## src/verilog/gptmr_defines.svh

```systemverilog
// Register offsets, field positions and reset values of the general-purpose timer.
`ifndef GPTMR_DEFINES_SVH
`define GPTMR_DEFINES_SVH

`define GPTMR_ADDR_W          8
`define GPTMR_OFF_CNT_LO      8'h00
`define GPTMR_OFF_CNT_HI      8'h04
`define GPTMR_OFF_PRD_LO      8'h08
`define GPTMR_OFF_PRD_HI      8'h0c
`define GPTMR_OFF_CTRL        8'h10
`define GPTMR_OFF_GCTRL       8'h14

`define GPTMR_CTRL_STAT_LO    0
`define GPTMR_CTRL_INVOUT_LO  1
`define GPTMR_CTRL_LOW_CLOCK_PULSE_SELECT      3
`define GPTMR_CTRL_LOW_PULSE_WIDTH    5:4
`define GPTMR_CTRL_ENA_LO     7:6
`define GPTMR_CTRL_LOW_CLOCK_SOURCE  8
`define GPTMR_CTRL_GATE_LO    9
`define GPTMR_CTRL_LOW_INPUT_INVERT  10
`define GPTMR_CTRL_STAT_HI    16
`define GPTMR_CTRL_INVOUT_HI  17
`define GPTMR_CTRL_HIGH_CLOCK_PULSE_SELECT      19
`define GPTMR_CTRL_HIGH_PULSE_WIDTH    21:20
`define GPTMR_CTRL_ENA_HI     23:22
`define GPTMR_CTRL_WMASK      32'h00fa07fa
`define GPTMR_CTRL_RST        32'h00000000

`define GPTMR_GCTRL_LORS      0
`define GPTMR_GCTRL_HIRS      1
`define GPTMR_GCTRL_MODE      3:2
`define GPTMR_GCTRL_PSC       11:8
`define GPTMR_GCTRL_PRD4      15:12
`define GPTMR_GCTRL_WMASK     32'h0000ff0f
`define GPTMR_GCTRL_RST       32'h00000000

`endif

```

## src/verilog/gptmr_pkg.sv

```systemverilog
// Types shared by the general-purpose timer modules.
package gptmr_pkg;
  typedef enum logic [1:0]
  {
    GPTMR_MODE_64    = 2'b00,
    GPTMR_MODE_INDEP = 2'b01,
    GPTMR_MODE_WDOG  = 2'b10,
    GPTMR_MODE_CHAIN = 2'b11
  } gptmr_mode_e;

  typedef enum logic [1:0]
  {
    GPTMR_ENA_OFF    = 2'b00,
    GPTMR_ENA_ONCE   = 2'b01,
    GPTMR_ENA_CONT   = 2'b10,
    GPTMR_ENA_RSVD   = 2'b11
  } gptmr_ena_e;
endpackage : gptmr_pkg
```

## src/verilog/gptmr_core.sv

```systemverilog
// General-purpose timer core: APB registers, 64/chained/independent counting, clock select, outputs.
//
// Contract
// - Two-bit mode selector: 00 64-bit, 01 independent, 10 watchdog, 11 chained; resets 00.
// - 64-bit mode joins high:low words; chained uses high pair as prescaler.
// - Independent upper counter uses 4-bit prescale count/period plus high words.
// - 64-bit or chained counting needs both release bits and low enable 01b/10b.
// - Independent lower counter needs low release bit and low enable 01b/10b.
// - Independent upper counter needs high release bit and enable bits 23:22 01b/10b.
// - Enable field 00 disables, resets to 00; high field ignored outside independent.
// - Lower clock: internal, internal gated by pin, or external pin clock.
// - External input is synchronised and optionally inverted first; invert applies only with the external pin clock, not gated.
// - Upper counter and its prescaler always use the internal clock.
// - Lower clock source resets to ungated internal clock.
// - Gated clock counts from input rising edge until falling edge.
// - Pulse mode: each match gives a pulse of 1 to 4 clocks of the lower clock source, or of mclk_in for the upper half.
// - Pulse mode output inverts when the output-invert bit is 1.
// - Clock mode: output toggles on each match, 50% duty square wave.
// - Lower output drives status bit and pin; upper drives only its status bit.
// - Enabled counter increments once per timer clock until it equals the period.
// - One-shot: on match clear counter to zero, then halt; upper half keeps running if its match coincides with a lower one-shot match.
// - Continuous: on match clear counter to zero and keep counting.
// - External-clocked count value stays coherent in the internal clock domain.
// - Count and period both zero: may be enabled but count does not advance.
// - Each match raises an interrupt and DMA event for that half.
// - One cycle after prescale match, one tick goes out and prescale count clears.
// - Low release cleared: low status cleared, pin high impedance; high likewise status.
//
// Added by the designer: register access over APB and the register addresses.
`timescale 1ns/10ps
`default_nettype none
`include "gptmr_defines.svh"
module gptmr_core
(
  input  wire logic                         mclk_in,
  input  wire logic                         rst_in,
  input  wire logic                         psel_in,
  input  wire logic                         penable_in,
  input  wire logic                         pwrite_in,
  input  wire logic [`GPTMR_ADDR_W-1:0]     paddr_in,
  input  wire logic [31:0]                  pwdata_in,
  output logic      [31:0]                  prdata_out,
  output logic                              pready_out,
  output logic                              pslverr_out,
  input  wire logic                         counter_input_pin_in,
  output logic                              counter_output_pin_out,
  output logic                              counter_output_pin_oe_out,
  output logic                              low_match_interrupt_out,
  output logic                              low_match_dma_event_out,
  output logic                              high_match_interrupt_out,
  output logic                              high_match_dma_event_out,
  output gptmr_pkg::gptmr_mode_e            operating_mode_select_out
);
  import gptmr_pkg::*;

  logic [31:0] count_low_word;
  logic [31:0] count_high_word;
  logic [31:0] period_low_word;
  logic [31:0] period_high_word;
  logic [31:0] counter_control_reg;
  logic [31:0] global_control_reg;
  logic        pin_meta;
  logic        pin_sync;
  logic        pin_prev;
  logic        pre_tick;
  logic        psc_tick;
  logic        low_output_status;
  logic        high_output_status;

  gptmr_mode_e operating_mode_select;
  gptmr_ena_e  low_enable_mode;
  gptmr_ena_e  high_enable_mode;
  logic        low_half_reset_release;
  logic        high_half_reset_release;
  logic [3:0]  high_prescale_count;
  logic [3:0]  high_prescale_period;
  logic        pin_level;
  logic        src_tick;
  logic        ena_lo_ok;
  logic        ena_hi_ok;
  logic        run_lo;
  logic        run_hi;
  logic        step_lo;
  logic        step_hi;
  logic        match_lo;
  logic        match_hi;
  logic        wr_en;
  logic        rd_setup;
  logic        addr_ok;
  logic        wr_cnt_lo;
  logic        wr_cnt_hi;
  logic        wr_ctrl;
  logic        wr_gctrl;
  logic [63:0] count_64;
  logic [63:0] next_count_64;

  ////////////////////////////////////////////////////////////////////////////
  assign operating_mode_select   = gptmr_mode_e'(global_control_reg[`GPTMR_GCTRL_MODE]);
  assign low_enable_mode         = gptmr_ena_e'(counter_control_reg[`GPTMR_CTRL_ENA_LO]);
  assign high_enable_mode        = gptmr_ena_e'(counter_control_reg[`GPTMR_CTRL_ENA_HI]);
  assign low_half_reset_release  = global_control_reg[`GPTMR_GCTRL_LORS];
  assign high_half_reset_release = global_control_reg[`GPTMR_GCTRL_HIRS];
  assign high_prescale_count     = global_control_reg[`GPTMR_GCTRL_PSC];
  assign high_prescale_period    = global_control_reg[`GPTMR_GCTRL_PRD4];
  assign operating_mode_select_out = operating_mode_select;

  assign addr_ok   = paddr_in inside {`GPTMR_OFF_CNT_LO, `GPTMR_OFF_CNT_HI, `GPTMR_OFF_PRD_LO,
                                      `GPTMR_OFF_PRD_HI, `GPTMR_OFF_CTRL, `GPTMR_OFF_GCTRL};
  assign wr_en     = psel_in && penable_in && pwrite_in && addr_ok;
  assign rd_setup  = psel_in && !penable_in && !pwrite_in;
  assign wr_cnt_lo = wr_en && paddr_in == `GPTMR_OFF_CNT_LO;
  assign wr_cnt_hi = wr_en && paddr_in == `GPTMR_OFF_CNT_HI;
  assign wr_ctrl   = wr_en && paddr_in == `GPTMR_OFF_CTRL;
  assign wr_gctrl  = wr_en && paddr_in == `GPTMR_OFF_GCTRL;

  // Zero-wait slave; an unmapped address answers with an error and no effect.
  assign pready_out  = 1'b1;
  assign pslverr_out = psel_in && penable_in && !addr_ok;

  ////////////////////////////////////////////////////////////////////////////
  // Read data is latched in the setup phase so it stands through the access phase.
  always_ff @(posedge mclk_in or posedge rst_in)
  begin
    if (rst_in)
      prdata_out <= 32'h00000000;
    else if (rd_setup)
    begin
      unique case (paddr_in)
        `GPTMR_OFF_CNT_LO: prdata_out <= count_low_word;
        `GPTMR_OFF_CNT_HI: prdata_out <= count_high_word;
        `GPTMR_OFF_PRD_LO: prdata_out <= period_low_word;
        `GPTMR_OFF_PRD_HI: prdata_out <= period_high_word;
        `GPTMR_OFF_CTRL:   prdata_out <= counter_control_reg;
        `GPTMR_OFF_GCTRL:  prdata_out <= global_control_reg;
        default:           prdata_out <= 32'h00000000;
      endcase
    end
  end

  always_ff @(posedge mclk_in or posedge rst_in)
  begin
    if (rst_in)
    begin
      period_low_word  <= 32'h00000000;
      period_high_word <= 32'h00000000;
    end
    else if (wr_en && paddr_in == `GPTMR_OFF_PRD_LO)
      period_low_word <= pwdata_in;
    else if (wr_en && paddr_in == `GPTMR_OFF_PRD_HI)
      period_high_word <= pwdata_in;
  end

  ////////////////////////////////////////////////////////////////////////////
  // Status bits are registered copies of the output shapers and are not writable.
  always_ff @(posedge mclk_in or posedge rst_in)
  begin
    if (rst_in)
      counter_control_reg <= `GPTMR_CTRL_RST;
    else
    begin
      if (wr_ctrl)
        counter_control_reg <= (pwdata_in & `GPTMR_CTRL_WMASK) | (counter_control_reg & ~`GPTMR_CTRL_WMASK);
      else if (match_lo && low_enable_mode == GPTMR_ENA_ONCE)
        counter_control_reg[`GPTMR_CTRL_ENA_LO] <= GPTMR_ENA_OFF;
      else if (match_hi && high_enable_mode == GPTMR_ENA_ONCE)
        counter_control_reg[`GPTMR_CTRL_ENA_HI] <= GPTMR_ENA_OFF;
      counter_control_reg[`GPTMR_CTRL_STAT_LO] <= low_output_status;
      counter_control_reg[`GPTMR_CTRL_STAT_HI] <= high_output_status;
    end
  end

  always_ff @(posedge mclk_in or posedge rst_in)
  begin
    if (rst_in)
      global_control_reg <= `GPTMR_GCTRL_RST;
    else if (wr_gctrl)
      global_control_reg <= pwdata_in & `GPTMR_GCTRL_WMASK;
    else if (run_hi)
      global_control_reg[`GPTMR_GCTRL_PSC] <= (high_prescale_count == high_prescale_period) ? 4'h0
                                              : high_prescale_count + 4'h1;
  end

  ////////////////////////////////////////////////////////////////////////////
  // The pin is asynchronous to mclk_in; only pin_sync is looked at.
  always_ff @(posedge mclk_in or posedge rst_in)
  begin
    if (rst_in)
    begin
      pin_meta <= 1'b0;
      pin_sync <= 1'b0;
      pin_prev <= 1'b0;
    end
    else
    begin
      pin_meta <= counter_input_pin_in;
      pin_sync <= pin_meta;
      pin_prev <= pin_level;
    end
  end

  assign pin_level = pin_sync ^ (counter_control_reg[`GPTMR_CTRL_LOW_CLOCK_SOURCE]
                                 & counter_control_reg[`GPTMR_CTRL_LOW_INPUT_INVERT]);

  always_comb
  begin
    if (counter_control_reg[`GPTMR_CTRL_LOW_CLOCK_SOURCE])
      src_tick = pin_level && !pin_prev;
    else if (counter_control_reg[`GPTMR_CTRL_GATE_LO])
      src_tick = pin_sync;
    else
      src_tick = 1'b1;
  end

  ////////////////////////////////////////////////////////////////////////////
  assign ena_lo_ok = low_enable_mode inside {GPTMR_ENA_ONCE, GPTMR_ENA_CONT};
  assign ena_hi_ok = high_enable_mode inside {GPTMR_ENA_ONCE, GPTMR_ENA_CONT};

  always_comb
  begin
    unique case (operating_mode_select)
      GPTMR_MODE_64, GPTMR_MODE_CHAIN:
      begin
        run_lo = low_half_reset_release && high_half_reset_release && ena_lo_ok;
        run_hi = 1'b0;
      end
      GPTMR_MODE_INDEP:
      begin
        run_lo = low_half_reset_release && ena_lo_ok;
        run_hi = high_half_reset_release && ena_hi_ok;
      end
      GPTMR_MODE_WDOG:
      begin
        run_lo = 1'b0;
        run_hi = 1'b0;
      end
    endcase
  end

  assign count_64 = {count_high_word, count_low_word};
  assign step_lo  = run_lo && (operating_mode_select == GPTMR_MODE_CHAIN ? pre_tick : src_tick);
  assign step_hi  = run_hi && psc_tick;
  assign match_lo = step_lo && (operating_mode_select == GPTMR_MODE_64 ? count_64 == {period_high_word, period_low_word}
                                                                     : count_low_word == period_low_word);
  assign match_hi = step_hi && count_high_word == period_high_word;
  assign next_count_64 = match_lo ? 64'h0 : count_64 + 64'h1;

  // Prescaler ticks are registered, so the following counter steps one cycle after the match.
  always_ff @(posedge mclk_in or posedge rst_in)
  begin
    if (rst_in)
    begin
      pre_tick <= 1'b0;
      psc_tick <= 1'b0;
    end
    else
    begin
      pre_tick <= run_lo && operating_mode_select == GPTMR_MODE_CHAIN
                  && count_high_word == period_high_word;
      psc_tick <= run_hi && high_prescale_count == high_prescale_period;
    end
  end

  ////////////////////////////////////////////////////////////////////////////
  // A software write to a count word wins over the counting in the same cycle.
  always_ff @(posedge mclk_in or posedge rst_in)
  begin
    if (rst_in)
      count_low_word <= 32'h00000000;
    else if (wr_cnt_lo)
      count_low_word <= pwdata_in;
    else if (step_lo)
      count_low_word <= next_count_64[31:0];
  end

  always_ff @(posedge mclk_in or posedge rst_in)
  begin
    if (rst_in)
      count_high_word <= 32'h00000000;
    else if (wr_cnt_hi)
      count_high_word <= pwdata_in;
    else if (operating_mode_select == GPTMR_MODE_64 && step_lo)
      count_high_word <= next_count_64[63:32];
    else if (operating_mode_select == GPTMR_MODE_CHAIN && run_lo)
      count_high_word <= (count_high_word == period_high_word) ? 32'h00000000 : count_high_word + 32'h1;
    else if (step_hi)
      count_high_word <= match_hi ? 32'h00000000 : count_high_word + 32'h1;
  end

  always_ff @(posedge mclk_in or posedge rst_in)
  begin
    if (rst_in)
    begin
      low_match_interrupt_out  <= 1'b0;
      low_match_dma_event_out  <= 1'b0;
      high_match_interrupt_out <= 1'b0;
      high_match_dma_event_out <= 1'b0;
    end
    else
    begin
      low_match_interrupt_out  <= match_lo;
      low_match_dma_event_out  <= match_lo;
      high_match_interrupt_out <= match_hi;
      high_match_dma_event_out <= match_hi;
    end
  end

  ////////////////////////////////////////////////////////////////////////////
  gptmr_outgen u_out_lo
  (
    .mclk_in       (mclk_in),
    .rst_in        (rst_in),
    .release_in    (low_half_reset_release),
    .tick_in       (src_tick),
    .match_in      (match_lo),
    .clock_mode_in (counter_control_reg[`GPTMR_CTRL_LOW_CLOCK_PULSE_SELECT]),
    .width_in      (counter_control_reg[`GPTMR_CTRL_LOW_PULSE_WIDTH]),
    .invert_in     (counter_control_reg[`GPTMR_CTRL_INVOUT_LO]),
    .status_out    (low_output_status)
  );

  gptmr_outgen u_out_hi
  (
    .mclk_in       (mclk_in),
    .rst_in        (rst_in),
    .release_in    (high_half_reset_release),
    .tick_in       (1'b1),
    .match_in      (match_hi),
    .clock_mode_in (counter_control_reg[`GPTMR_CTRL_HIGH_CLOCK_PULSE_SELECT]),
    .width_in      (counter_control_reg[`GPTMR_CTRL_HIGH_PULSE_WIDTH]),
    .invert_in     (counter_control_reg[`GPTMR_CTRL_INVOUT_HI]),
    .status_out    (high_output_status)
  );

  // Only the lower half reaches the pin; it floats while the lower half is held.
  assign counter_output_pin_out    = low_output_status;
  assign counter_output_pin_oe_out = low_half_reset_release;
endmodule : gptmr_core
`default_nettype wire

```

## src/verilog/gptmr_outgen.sv

```systemverilog
// Output shaper of one timer half: pulse or square-wave status level.
`timescale 1ns/10ps
`default_nettype none
module gptmr_outgen
(
  input  wire logic       mclk_in,
  input  wire logic       rst_in,
  input  wire logic       release_in,
  input  wire logic       tick_in,
  input  wire logic       match_in,
  input  wire logic       clock_mode_in,
  input  wire logic [1:0] width_in,
  input  wire logic       invert_in,
  output logic            status_out
);
  import gptmr_pkg::*;

  logic       toggle;
  logic       pulse;
  logic [1:0] remain;

  ////////////////////////////////////////////////////////////////////////////
  always_ff @(posedge mclk_in or posedge rst_in)
  begin
    if (rst_in)
    begin
      toggle <= 1'b0;
      pulse  <= 1'b0;
      remain <= 2'h0;
    end
    else if (!release_in)
    begin
      toggle <= 1'b0;
      pulse  <= 1'b0;
      remain <= 2'h0;
    end
    else if (match_in)
    begin
      // The match cycle itself is the first pulse clock, so only the extra clocks are held here.
      toggle <= ~toggle;
      pulse  <= (width_in != 2'h0);
      remain <= width_in;
    end
    else if (tick_in && pulse)
    begin
      // Width counts tick_in, so a slow lower clock source stretches the lower pulse; the upper half counts every mclk_in.
      if (remain == 2'h1)
        pulse <= 1'b0;
      remain <= remain - 2'h1;
    end
  end

  always_ff @(posedge mclk_in or posedge rst_in)
  begin
    if (rst_in)
      status_out <= 1'b0;
    else if (!release_in)
      status_out <= 1'b0;
    else if (clock_mode_in)
      status_out <= match_in ? ~toggle : toggle;
    else
      status_out <= (match_in | pulse) ^ invert_in;
  end
endmodule : gptmr_outgen
`default_nettype wire

```

## config.mk

```make
export PLATFORM = sky130hd
export DESIGN_NAME = gptmr_core
export DESIGN_NICKNAME = d
export VERILOG_FILES = /design/src/verilog/gptmr_pkg.sv /design/src/verilog/gptmr_core.sv /design/src/verilog/gptmr_outgen.sv
export VERILOG_INCLUDE_DIRS = /design/src /design/src/verilog
export SDC_FILE = /design/constraint.sdc
export NUM_CORES = 1
export LEC_CHECK = 0
export BUFFER_PORTS_ARGS = -buffer_cell sky130_fd_sc_hd__clkbuf_2
export CORE_MARGIN = 2
export CORE_UTILIZATION = 55
export DETAILED_ROUTE_END_ITERATION = 16
export PLACE_DENSITY = 0.74
export SETUP_SLACK_MARGIN = 0.02
export SLEW_MARGIN = 5
export SYNTH_ARGS = -nofsm -noshare
export SYNTH_HDL_FRONTEND = slang
export SYNTH_SLANG_ARGS = --single-unit
```

## constraint.sdc

```tcl
create_clock -name mclk_in -period 21.5 [get_ports mclk_in]
set_clock_uncertainty 0.15 [all_clocks]
set_input_delay 3.225 -clock mclk_in [delete_from_list [all_inputs] [get_ports mclk_in]]
set_output_delay 3.225 -clock mclk_in [all_outputs]
set_load 0.02 [all_outputs]
```

# [After elaboration in Yosys (flattened, before gate mapping)]
# Index checks and enable logic that the tools add are counted.
# W data, S select, Z words.
[word_totals] word_cells=158 input_bits=46 output_inout_bits=42 register_bits=221
[op_classes] n_eq_ne=22 n_mux=46 add_sub_neg=5 reduce_logical=49 n_bitwise=10
[op_table] op="$mux W32" count=8
[op_table] op="$pmux W32 S6" count=1
[op_table] op="$add A64 B1 Y64 const B" count=1
[op_table] op="$eq A32 B32 Y1" count=2
[op_table] op="$eq A64 B64 Y1" count=1
[op_table] op="$mux W64" count=1
[op_table] op="$add A32 B1 Y32 const B" count=1
[op_table] op="$or A24 B32 Y32" count=1
[op_table] op="$logic_and A1 B1 Y1" count=28
[op_table] op="$mux W2" count=11
[op_table] op="$mux W1" count=20
[op_table] op="$eq A8 B4 Y1 const B" count=2
[op_table] op="$eq A8 B5 Y1 const B" count=2
[op_table] op="$reduce_bool A2 Y1" count=8
[op_table] op="$mux W4" count=3
[op_table] op="$eq A2 B1 Y1 const B" count=5
[op_table] op="$ne A3 B1 Y1 const B" count=3
[op_table] op="$eq A2 B2 Y1 const B" count=4
[op_table] op="$eq A8 B3 Y1 const B" count=1
[op_table] op="$logic_not A8 Y1" count=1
[op_table] op="$reduce_and A2 Y1" count=3
[op_table] op="$reduce_bool A6 Y1" count=1
[op_table] op="$add A4 B1 Y4 const B" count=1
[op_table] op="$eq A4 B4 Y1" count=1
[op_table] op="13 further kinds" count=22

# [Longest topological paths before layout]
# Gate-level depths: netlist of run 1.
[logic_depth] word_depth=11 mapped_depth=11 depth_no_buf=10

# [Cells and area by module]
# A second synthesis of run 1 with hierarchy kept.
[hier_totals] cells_unflattened=1252 hier_area_um2=12494.5
[modules_own_cells] module="gptmr_core" seq_area_each_um2=4904.7 cells_per_inst=1198 area_each_um2=11984.0 n_inst=1
[modules_own_cells] module="gptmr_outgen" seq_area_each_um2=125.1 cells_per_inst=27 area_each_um2=255.2 n_inst=2

# [Least setup slack after synthesis of run 1]
# OpenSTA, ideal clock, no wires.
[synth_timing] path_type="input-to-output" startpoint="input paddr_in[3]" endpoint="output pslverr_out" n_path_buf=1 t_arrival_ns=3.953 path_slack_ns=14.172 cell_stages=3 required_ns=18.125 path_cell_list="clkbuf_1 > nand2_1 > a21oi_1"
[synth_via] elab_chain_len=4 elab_cells_between_ends=9 classes_between="eq/ne (5); reduce/logical (4)"
[synth_lines] element="start, declared" line="gptmr_core.sv:40" text="input wire logic [`GPTMR_ADDR_W-1:0] paddr_in,"
[synth_lines] element="$eq A8 B3 Y1, or another cell as far along" line="gptmr_core.sv:107" text="assign addr_ok = paddr_in inside {`GPTMR_OFF_CNT_LO, `GPTMR_OFF_CNT_HI, `GPTMR_OFF_PRD_LO,"
[synth_lines] element="$reduce_bool A6 Y1 (*)" line="gptmr_core.sv:107"
[synth_lines] element="$logic_not A1 Y1 (*)" line="gptmr_core.sv:118" text="assign pslverr_out = psel_in && penable_in && !addr_ok;"
[synth_lines] element="$logic_and A1 B1 Y1 (*)" line="gptmr_core.sv:118"
[synth_lines] element="end, declared" line="gptmr_core.sv:44" text="output logic pslverr_out,"
# Every way passes the cells marked *; elsewhere a longest branch is shown, timed or not.

# [Worst setup path in the final report of run 1]
[layout_timing] startpoint="input paddr_in[4]" endpoint="output pslverr_out"
# The elaborated chain is that of the path after synthesis.

==> results of run 1 <==
==> where the power goes <==
group	total [mW]	switching, mW	leakage [nW]	internal (mW)
Combinational	0.130	0.0851	3.09	0.0453
Clock	0.389	0.160	0.356	0.228
Sequential	0.420	0.0181	2.51	0.402
==> final cells by class <==
cell class / count / share of cell area, %
timing repair buffer: 102 / 4.14
clock inverter: 3 / 0.330
clock buffer: 35 / 5.12
multi-input combinational: 949 / 48.3
sequential: 206 / 38.8
tap: 280 / 2.64
inverter: 20 / 0.622
==> cell usage after synthesis, drive strengths merged (5+ instances only) <==
master,count,share of area (%)
a21oi,86,3.6
mux2i,40,3.3
and3,21,1.1
inv,20,0.62
and2,11,0.57
a22oi,40,2.5
nand4,20,1.1
o21ai,81,3.4
nor3,31,1.4
nor2b,8,0.41
nor4,33,1.9
dfrtp,206,43
mux2,86,8.0
nor2,108,3.4
clkbuf,50,1.6
buf,51,2.1
o221ai,17,1.2
a21o,11,0.68
or3,7,0.36
a222oi,6,0.50
xor2,71,5.1
o21a,11,0.69
o31a,8,0.58
nand2,91,2.8
ha,7,0.73
a211oi,14,0.87
o22ai,16,0.83
nand3,33,1.4
a31oi,5,0.26
a221oi,18,1.3
==> cell families (layout without fill, tap and decap cells) <==
logic type / after synthesis / in the layout / share of synthesized area [%]
compound gates: 348 / 348 / 19.0
xor+xnor: 75 / 75 / 5.44
fa+ha+maj: 7 / 7 / 0.725
buf+inv: 121 / 160 / 4.32
flops: 206 / 206 / 42.7
mux: 126 / 126 / 11.3
other cells: 1 / 1 / 0.0310
simple gates: 392 / 392 / 16.4
==> worst register-to-register path: stages (launching register included) <==
cell and delay, ns:
dfrtp_1 0.51, xor2_1 0.24, nor4_1 0.43, nand4_1 0.19, nor2_1 0.69, nand2_1 0.60, nor2_1 0.88, a211oi_1 0.10
o31a_1 0.14
==> worst max-delay path by stage <==
| stage | startpoint | to | slack, ns | cells after the start |
|---|---|---|---|---|
| final | paddr_in[4] | pslverr_out | 13.91 | 4 |
| after global routing | paddr_in[4] | pslverr_out | 13.86 | 4 |
| after CTS | paddr_in[4] | pslverr_out | 13.95 | 4 |
| after detailed placement | paddr_in[4] | pslverr_out | 13.95 | 4 |
| after global placement | paddr_in[4] | pslverr_out | 13.97 | 4 |
| after floorplan | rst_in | count_high_word[0]$_DFFE_PP0P_ | 12.50 | 1 |
==> metal layers <==
layer | vias to the layer above | share of wire [%] | global-route usage (%)
met3 | 101 | 11 | 5.75
li1 | 4751 | - | -
met4 | 0 | 4.1 | 12.8
met2 | 627 | 44 | 49.2
met1 | 5289 | 41 | 49.2
met5 | - | 0 | 0
==> through the flow <==
stage	hold WS [ns]	cell area, um^2	util, %	worst slack [ns]
after floorplan	0.181	12100	-	12.50
after global routing	0.211	13300	61.2	13.86
after detailed placement	0.191	12600	57.9	13.95
after CTS	0.204	13300	61.2	13.95
after global placement	0.183	12600	57.9	13.97
final	0.200	13300	61.2	13.91
==> impl_results.md, run 1 <==
- Status: finished, final reports clean
- RR Endpoint: count_high_word[29]$_DFFE_PP0P_
- Leakage power total: 5.96 nW
- Worst EP required: 18.12 ns
- Delay-heaviest family, CP: buffers and inverters
- Hold Path Sink: pin_sync$_DFF_PP0_
- RSZ-0062 raised after global routing: no
- CP max stage cell: clkbuf_2
- Clk_lat worst skew: around 0.53 ns
- Critical-path cell list: clkbuf_2, nand2_1, a21oi_1, clkbuf_2
- DIE AREA: approximately 23000 um^2
- R2R Setup Slk: 17.42 ns
- Antenna Cells: 0
- Final setup vio count: 0
- WS Path Type: in -> out
- Final setup TNS: 0 ns
- Buf/Inv on CP: 2
- Sink Count: 206
- Worst Hold Class: reg -> reg
- Worst EP arrival: between 4 and 5 ns
- Avg Inst Size Synth: 9.47 um^2
- Fmax: 132 MHz
- MaxCap Viol Count: 0
- CP Max Fanout: 22
- Worst VDD drop: 0.0000501 V
- Fillers: 1807
- Starting Density: between 50% and 60%
- Vias: 10800
- Core Box Area: roughly 22000 um^2
- Number of global-route vias before repair: 10000
- Commonest non-fill, non-tap cells in the layout: dfrtp_1, nor2_1, nand2_1
- Finished Layout Cells: 1595
- Crit start category: primary input
- Final WL: 39400 um
- DR vias/cell: 6.75
- Min Tclk post-route: approximately 7.6 ns
- Area of the multi-input gates: 6420 um^2
- DRC violations left: 0
- Dpl cells: 1557
- Clk slew on worst S/H paths: approximately 0.060 ns
- Most common cell after layout, fill and taps aside: dfrtp_1
- CTS H-tree lvls: 1
- Cts repair resizes: 0
- Post-Syn Area: 12100 um^2
- CP peak stage delay: 0.49 ns
- Largest net degree at the start of global routing: 139
- First-pass GRT wire length: 60300 um
- Tot GR Track Use: 33.3%
- Die Wd: 152 um
- Relative slew slack: 11.8%
- Drt pass-1 iters: 8
- CTS tree: done
- Primary FF master, synth: dfrtp_1
- Final Hold Fails: 0
- Nets: 1355
- Placer Congestion: 0.952
- Most used cell, CP: clkbuf_2
- Hold path start: pin_meta$_DFF_PP0_
- P per Cell Area: 70.7 nW/um^2
- Slew Limit Fails: 0
- Seq/Total Area, Yosys: 42.7%
- Syn_nets: 1329
- R2r startpoint: count_high_word[1]$_DFFE_PP0P_
- Critical Path Sink Type: output pin
- Slew @ Worst Pin: approximately 1.3 ns
- Asr flop ratio synth: 100%
- Synthesized flop and latch total: 206
- IO buf count: 86
- Setup bufs post-CTS: 0
- WHS Path Cells: 0
- Layout cell share with drive strength beyond 1: between 10% and 20%
- Cts bufs inserted: 23
- Antenna violations before repair: 2
- Pwr Total: 939 uW
- Ports: 88
- Sequential standard cell area: 5150 um^2
- Post-CTS Hold Buffers: 0
- Post-synth cell types: 76
- Initial DRC count: 1220
- Drt wl/cell: 24.7 um
- Synthesized instance count: 1276
- Worst reg-to-reg path cell count: 8
- CTS root buffer: clkbuf_16
- EDFF count, synth: 0
- Std cell rows: 54
- Final Cycle Share: about a third
- Post-DP HPWL: between 20000 and 30000 um
- Area Overhead vs Synth: 9.96%
- Yosys warns: 0
- Global route overflow: 0
- Post-route ant nets: 0
- Die height: 152 um
- CTS max path bufs: 3
Power figures use the tool's default switching activity.
==> run 2: changes to the inputs <==
- ABC_AREA: unset -> 1
- PLACE_DENSITY: 0.74 -> 0.73
- clock period: 21.5 -> 7.09 ns (I/O delays scaled with it)
==> run 2 against run 1 <==
Sequential share of layout area down 4.3 points. Critical path depth up 11. Cell area up 12%. Global-route usage up 3.8 points. Largest cell class unchanged. Largest power group is now the clock network.
==> impl_results.md, run 2 <==
- Status: finished, final reports clean
- Min Tclk post-route: 3.71 ns
- Clk_lat worst skew: 0.54 ns (about the same)
- WS Path Type: in -> reg
- Primary FF master, synth: dfrtp_1
- CP max stage cell: buf_4
- CTS root buffer: clkbuf_16
- Seq/Total Area, Yosys: 37.6% (-5.1 points)
- Combinational Power Share: 3.2% (-11 points)
- RSZ-0062 raised after global routing: no
- DIE AREA: 26200 um^2 (+13%)
- First-pass GRT wire length: 74600 um (+24%)
- Vias: 13400 (+25%)
- Nets: 2041 (+51%)
- Delay-heaviest family, CP: buffers and inverters
- Drt pass-1 iters: 6 (-2)
- Std cell rows: 57 (+5.6%)
- Fmax: 270 MHz
- Relative slew slack: 17.2% (+5.4 points)
- Largest family of logic cells by synthesized area: simple AND/OR/NAND/NOR gates
- Pre-CTS setup slack: 2.97 ns (-10.98 ns)
- Layout cell share with drive strength beyond 1: 9.72% (-9.2 points)
- Area Overhead vs Synth: 8.86%
- Clk slew on worst S/H paths: 0.06 ns (about the same)
- Area of the multi-input gates: 7120 um^2 (+11%)
- Setup bufs post-CTS: 0 (unchanged)
- Antenna Cells: 0 (unchanged)
- Sink Count: 206 (unchanged)
- Adder-cell share of the synthesized area: 0.639% (-0.086 points)
- Hold slack: 0.213 ns (+0.0130 ns)
- Top cells by count, synth: nand2_1, dfrtp_1, inv_1, o21ai_0, nor2_1
- Slew @ Worst Pin: 1.24 ns (-0.0840 ns)
- Worst Hold Class: reg -> reg
- Slew Limit Fails: 0 (unchanged)
- Asr flop ratio synth: 100% (unchanged)
- Share of the synthesized area in the top cell type: 37.6% (-5.1 points)
- Die height: 162 um (+6.4%)
- DR vias/cell: 5.77 (-15%)
- Post-synth cell types: 43 (-43%)
- Syn_nets: 2024 (+52%)
- Avg Inst Size Synth: 6.96 um^2 (-27%)
- Number of global-route vias before repair: 12900 (+29%)
- Dpl cells: 2286 (+47%)
- Sequential standard cell area: 5150 um^2 (unchanged)
- XOR/XNOR Fraction of Synth Area: 8.56% (+3.1 points)
- Complex-gate fraction of the synthesized area: 12.2% (-6.8 points)
- Fin worst setup slack: 3.38 ns (-10.53 ns)
- Final Cycle Share: ~52%
- Most common cell after layout, fill and taps aside: nand2_1
- Buf/Inv on CP: 7 (+5)
- Clk pwr share: 50.7% (+9.3 points)
- Yosys warns: 0 (unchanged)
- P_int: 1.98 mW (+190%)
- Ports: 88 (unchanged)
- Final WL: 47900 um (+21%)
- Post-Syn Area: 13700 um^2 (+13%)
- Worst VDD drop: 0.000182 V (+260%)
- Synthesized instance count: 1971 (+54%)
- MaxCap Viol Count: 0 (unchanged)
- P_sw: 580 uW (+120%)
- Worst EP arrival: 3.98 ns (-0.23 ns)
- Placed cell area: 14100 um^2 (+12%)
- Starting Density: 56.2% (+0.51 points)
- Antenna violations before repair: 0 (-2)
- Final Hold Fails: 0 (unchanged)
- Largest net degree at the start of global routing: 140 (+0.72%)
- Leakage power total: 7.13 nW (+20%)
- Commonest non-fill, non-tap cells in the layout: nand2_1, dfrtp_1, inv_1
- EDFF count, synth: 0 (unchanged)
- Worst EP required: 7.36 ns (-10.76 ns)
- Cts repair resizes: 0 (unchanged)
- Global route overflow: 0 (unchanged)
- Finished Layout Cells: 2330 (+46%)
- Fillers: 2349 (+30%)
- Synthesized flop and latch total: 206 (unchanged)
- Post-route ant nets: 0 (unchanged)
- P per Cell Area: 171 nW/um^2 (+140%)
- Critical Path Sink Type: register
- Initial DRC count: 1551 (+27%)
- Mux share of post-synthesis cell area: 0% (-11 points)
- Flop pwr share: 46.2% (+1.4 points)
- Tot GR Track Use: 37.1% (+3.8 points)
- CTS tree: done
- CP Max Fanout: 64 (+190%)
- Simple-gate share of the synthesized area: 30.4% (+14 points)
- IO buf count: 86 (unchanged)
- Drt wl/cell: 20.5 um (-17%)
- CTS H-tree lvls: 1 (unchanged)
- Final setup TNS: 0 ns (unchanged)
- Critical-path cell list: clkbuf_2, inv_1, nand2_1, nor3_2, nand2_1, buf_4, inv_2, nand2_2, buf_4, inv_2, nor3_4, buf_4, a21oi_1, nand2_1, nand2_1
- Sw Share: 22.7% (-5.3 points)
- Cell taking the most area after synthesis: dfrtp_1
- Most common cell in the synthesized netlist: nand2_1
- Pwr Total: 2.56 mW (+170%)
- Die Wd: 162 um (+6.4%)
- Final Core Density: 61.2% (about the same)
- Crit start category: primary input
- DRC violations left: 0 (unchanged)
- Final setup vio count: 0 (unchanged)
- CP peak stage delay: 0.57 ns (+0.08 ns)
- CTS max path bufs: 3 (unchanged)
- Dominant cells by area after synthesis: dfrtp_1, nand2_1, inv_1
- Post-CTS Hold Buffers: 0 (unchanged)
- Cts bufs inserted: 24 (+4.3%)
- Most used cell, CP: nand2_1
- Core Box Area: 24400 um^2 (+12%)
- Fin area: 14900 um^2 (+12%)
- Post-DP HPWL: 35400 um (+27%)
- Placer Congestion: 0.967 (+1.6%)
run 2: changes by cell type after synthesis, sizes merged, moves of 23 or more:
cell    before  now
nor2       108  148
a22oi       40    0
mux2i       40    0
o211ai       2   40
mux2        86    0
nand2       91  671
nand3       33   97
a21oi       86   38
nand3b       2   25
inv         20  216
xnor2        4   57
o21ai       81  154
nor4        33    0
run 2: logic make-up after synthesis:
family | after synthesis
xor gates and xnor gates | 134
buffers and inverters | 344
AOI/OAI and AO/OA | 289
DFF | 206
and+or+nand+nor | 990
adders and majority gates | 7
other | 1
run 2: cell type report:
| class | instances | area share, % |
|---|---|---|
| Tap cell | 324 | 2.72 |
| Multi-Input combinational cell | 1421 | 47.7 |
| Clock inverter | 7 | 0.612 |
| Sequential cell | 206 | 34.5 |
| Timing Repair Buffer | 99 | 3.54 |
| Inverter | 236 | 5.99 |
| Clock buffer | 37 | 4.90 |
run 2: final timing paths:
path | cells past startpoint | slack, ns | to | startpoint
worst min-delay path | 0 | 0.21 | counter_control_reg[16]$_DFF_PP0_ | u_out_hi.status_out$_DFF_PP0_
max in group asynchronous | 3 | 4.80 | count_high_word[11]$_DFFE_PP0P_ | rst_in
min in group asynchronous | 2 | 0.58 | u_out_hi.toggle$_DFF_PP0_ | rst_in
worst max-delay path | 15 | 3.38 | count_high_word[21]$_DFFE_PP0P_ | paddr_in[6]
worst min register to register | 0 | 0.21 | counter_control_reg[16]$_DFF_PP0_ | u_out_hi.status_out$_DFF_PP0_
worst max register to register | 13 | 3.50 | count_low_word[5]$_DFFE_PP0P_ | count_high_word[31]$_DFFE_PP0P_
run 2: layer usage:
metal  track usage (%)  share of wire (%)  vias up
met4              17.7                5.0        0
met5                 0                  0        -
met1              51.7                 42     6376
li1                  -                  -     6259
met2              56.3                 43      694
met3              6.72                9.5      119
run 2: power groups by stage:
stage          logic, mW  clock network [mW]  registers, mW
5_1_grt           0.0894                1.34           1.18
4_1_cts           0.0813                1.30           1.18
3_5_place_dp      0.0810                   0           1.20
3_3_place_gp      0.0808                   0           1.20
2_1_floorplan     0.0394                   0           1.20
6_report          0.0806                1.30           1.18
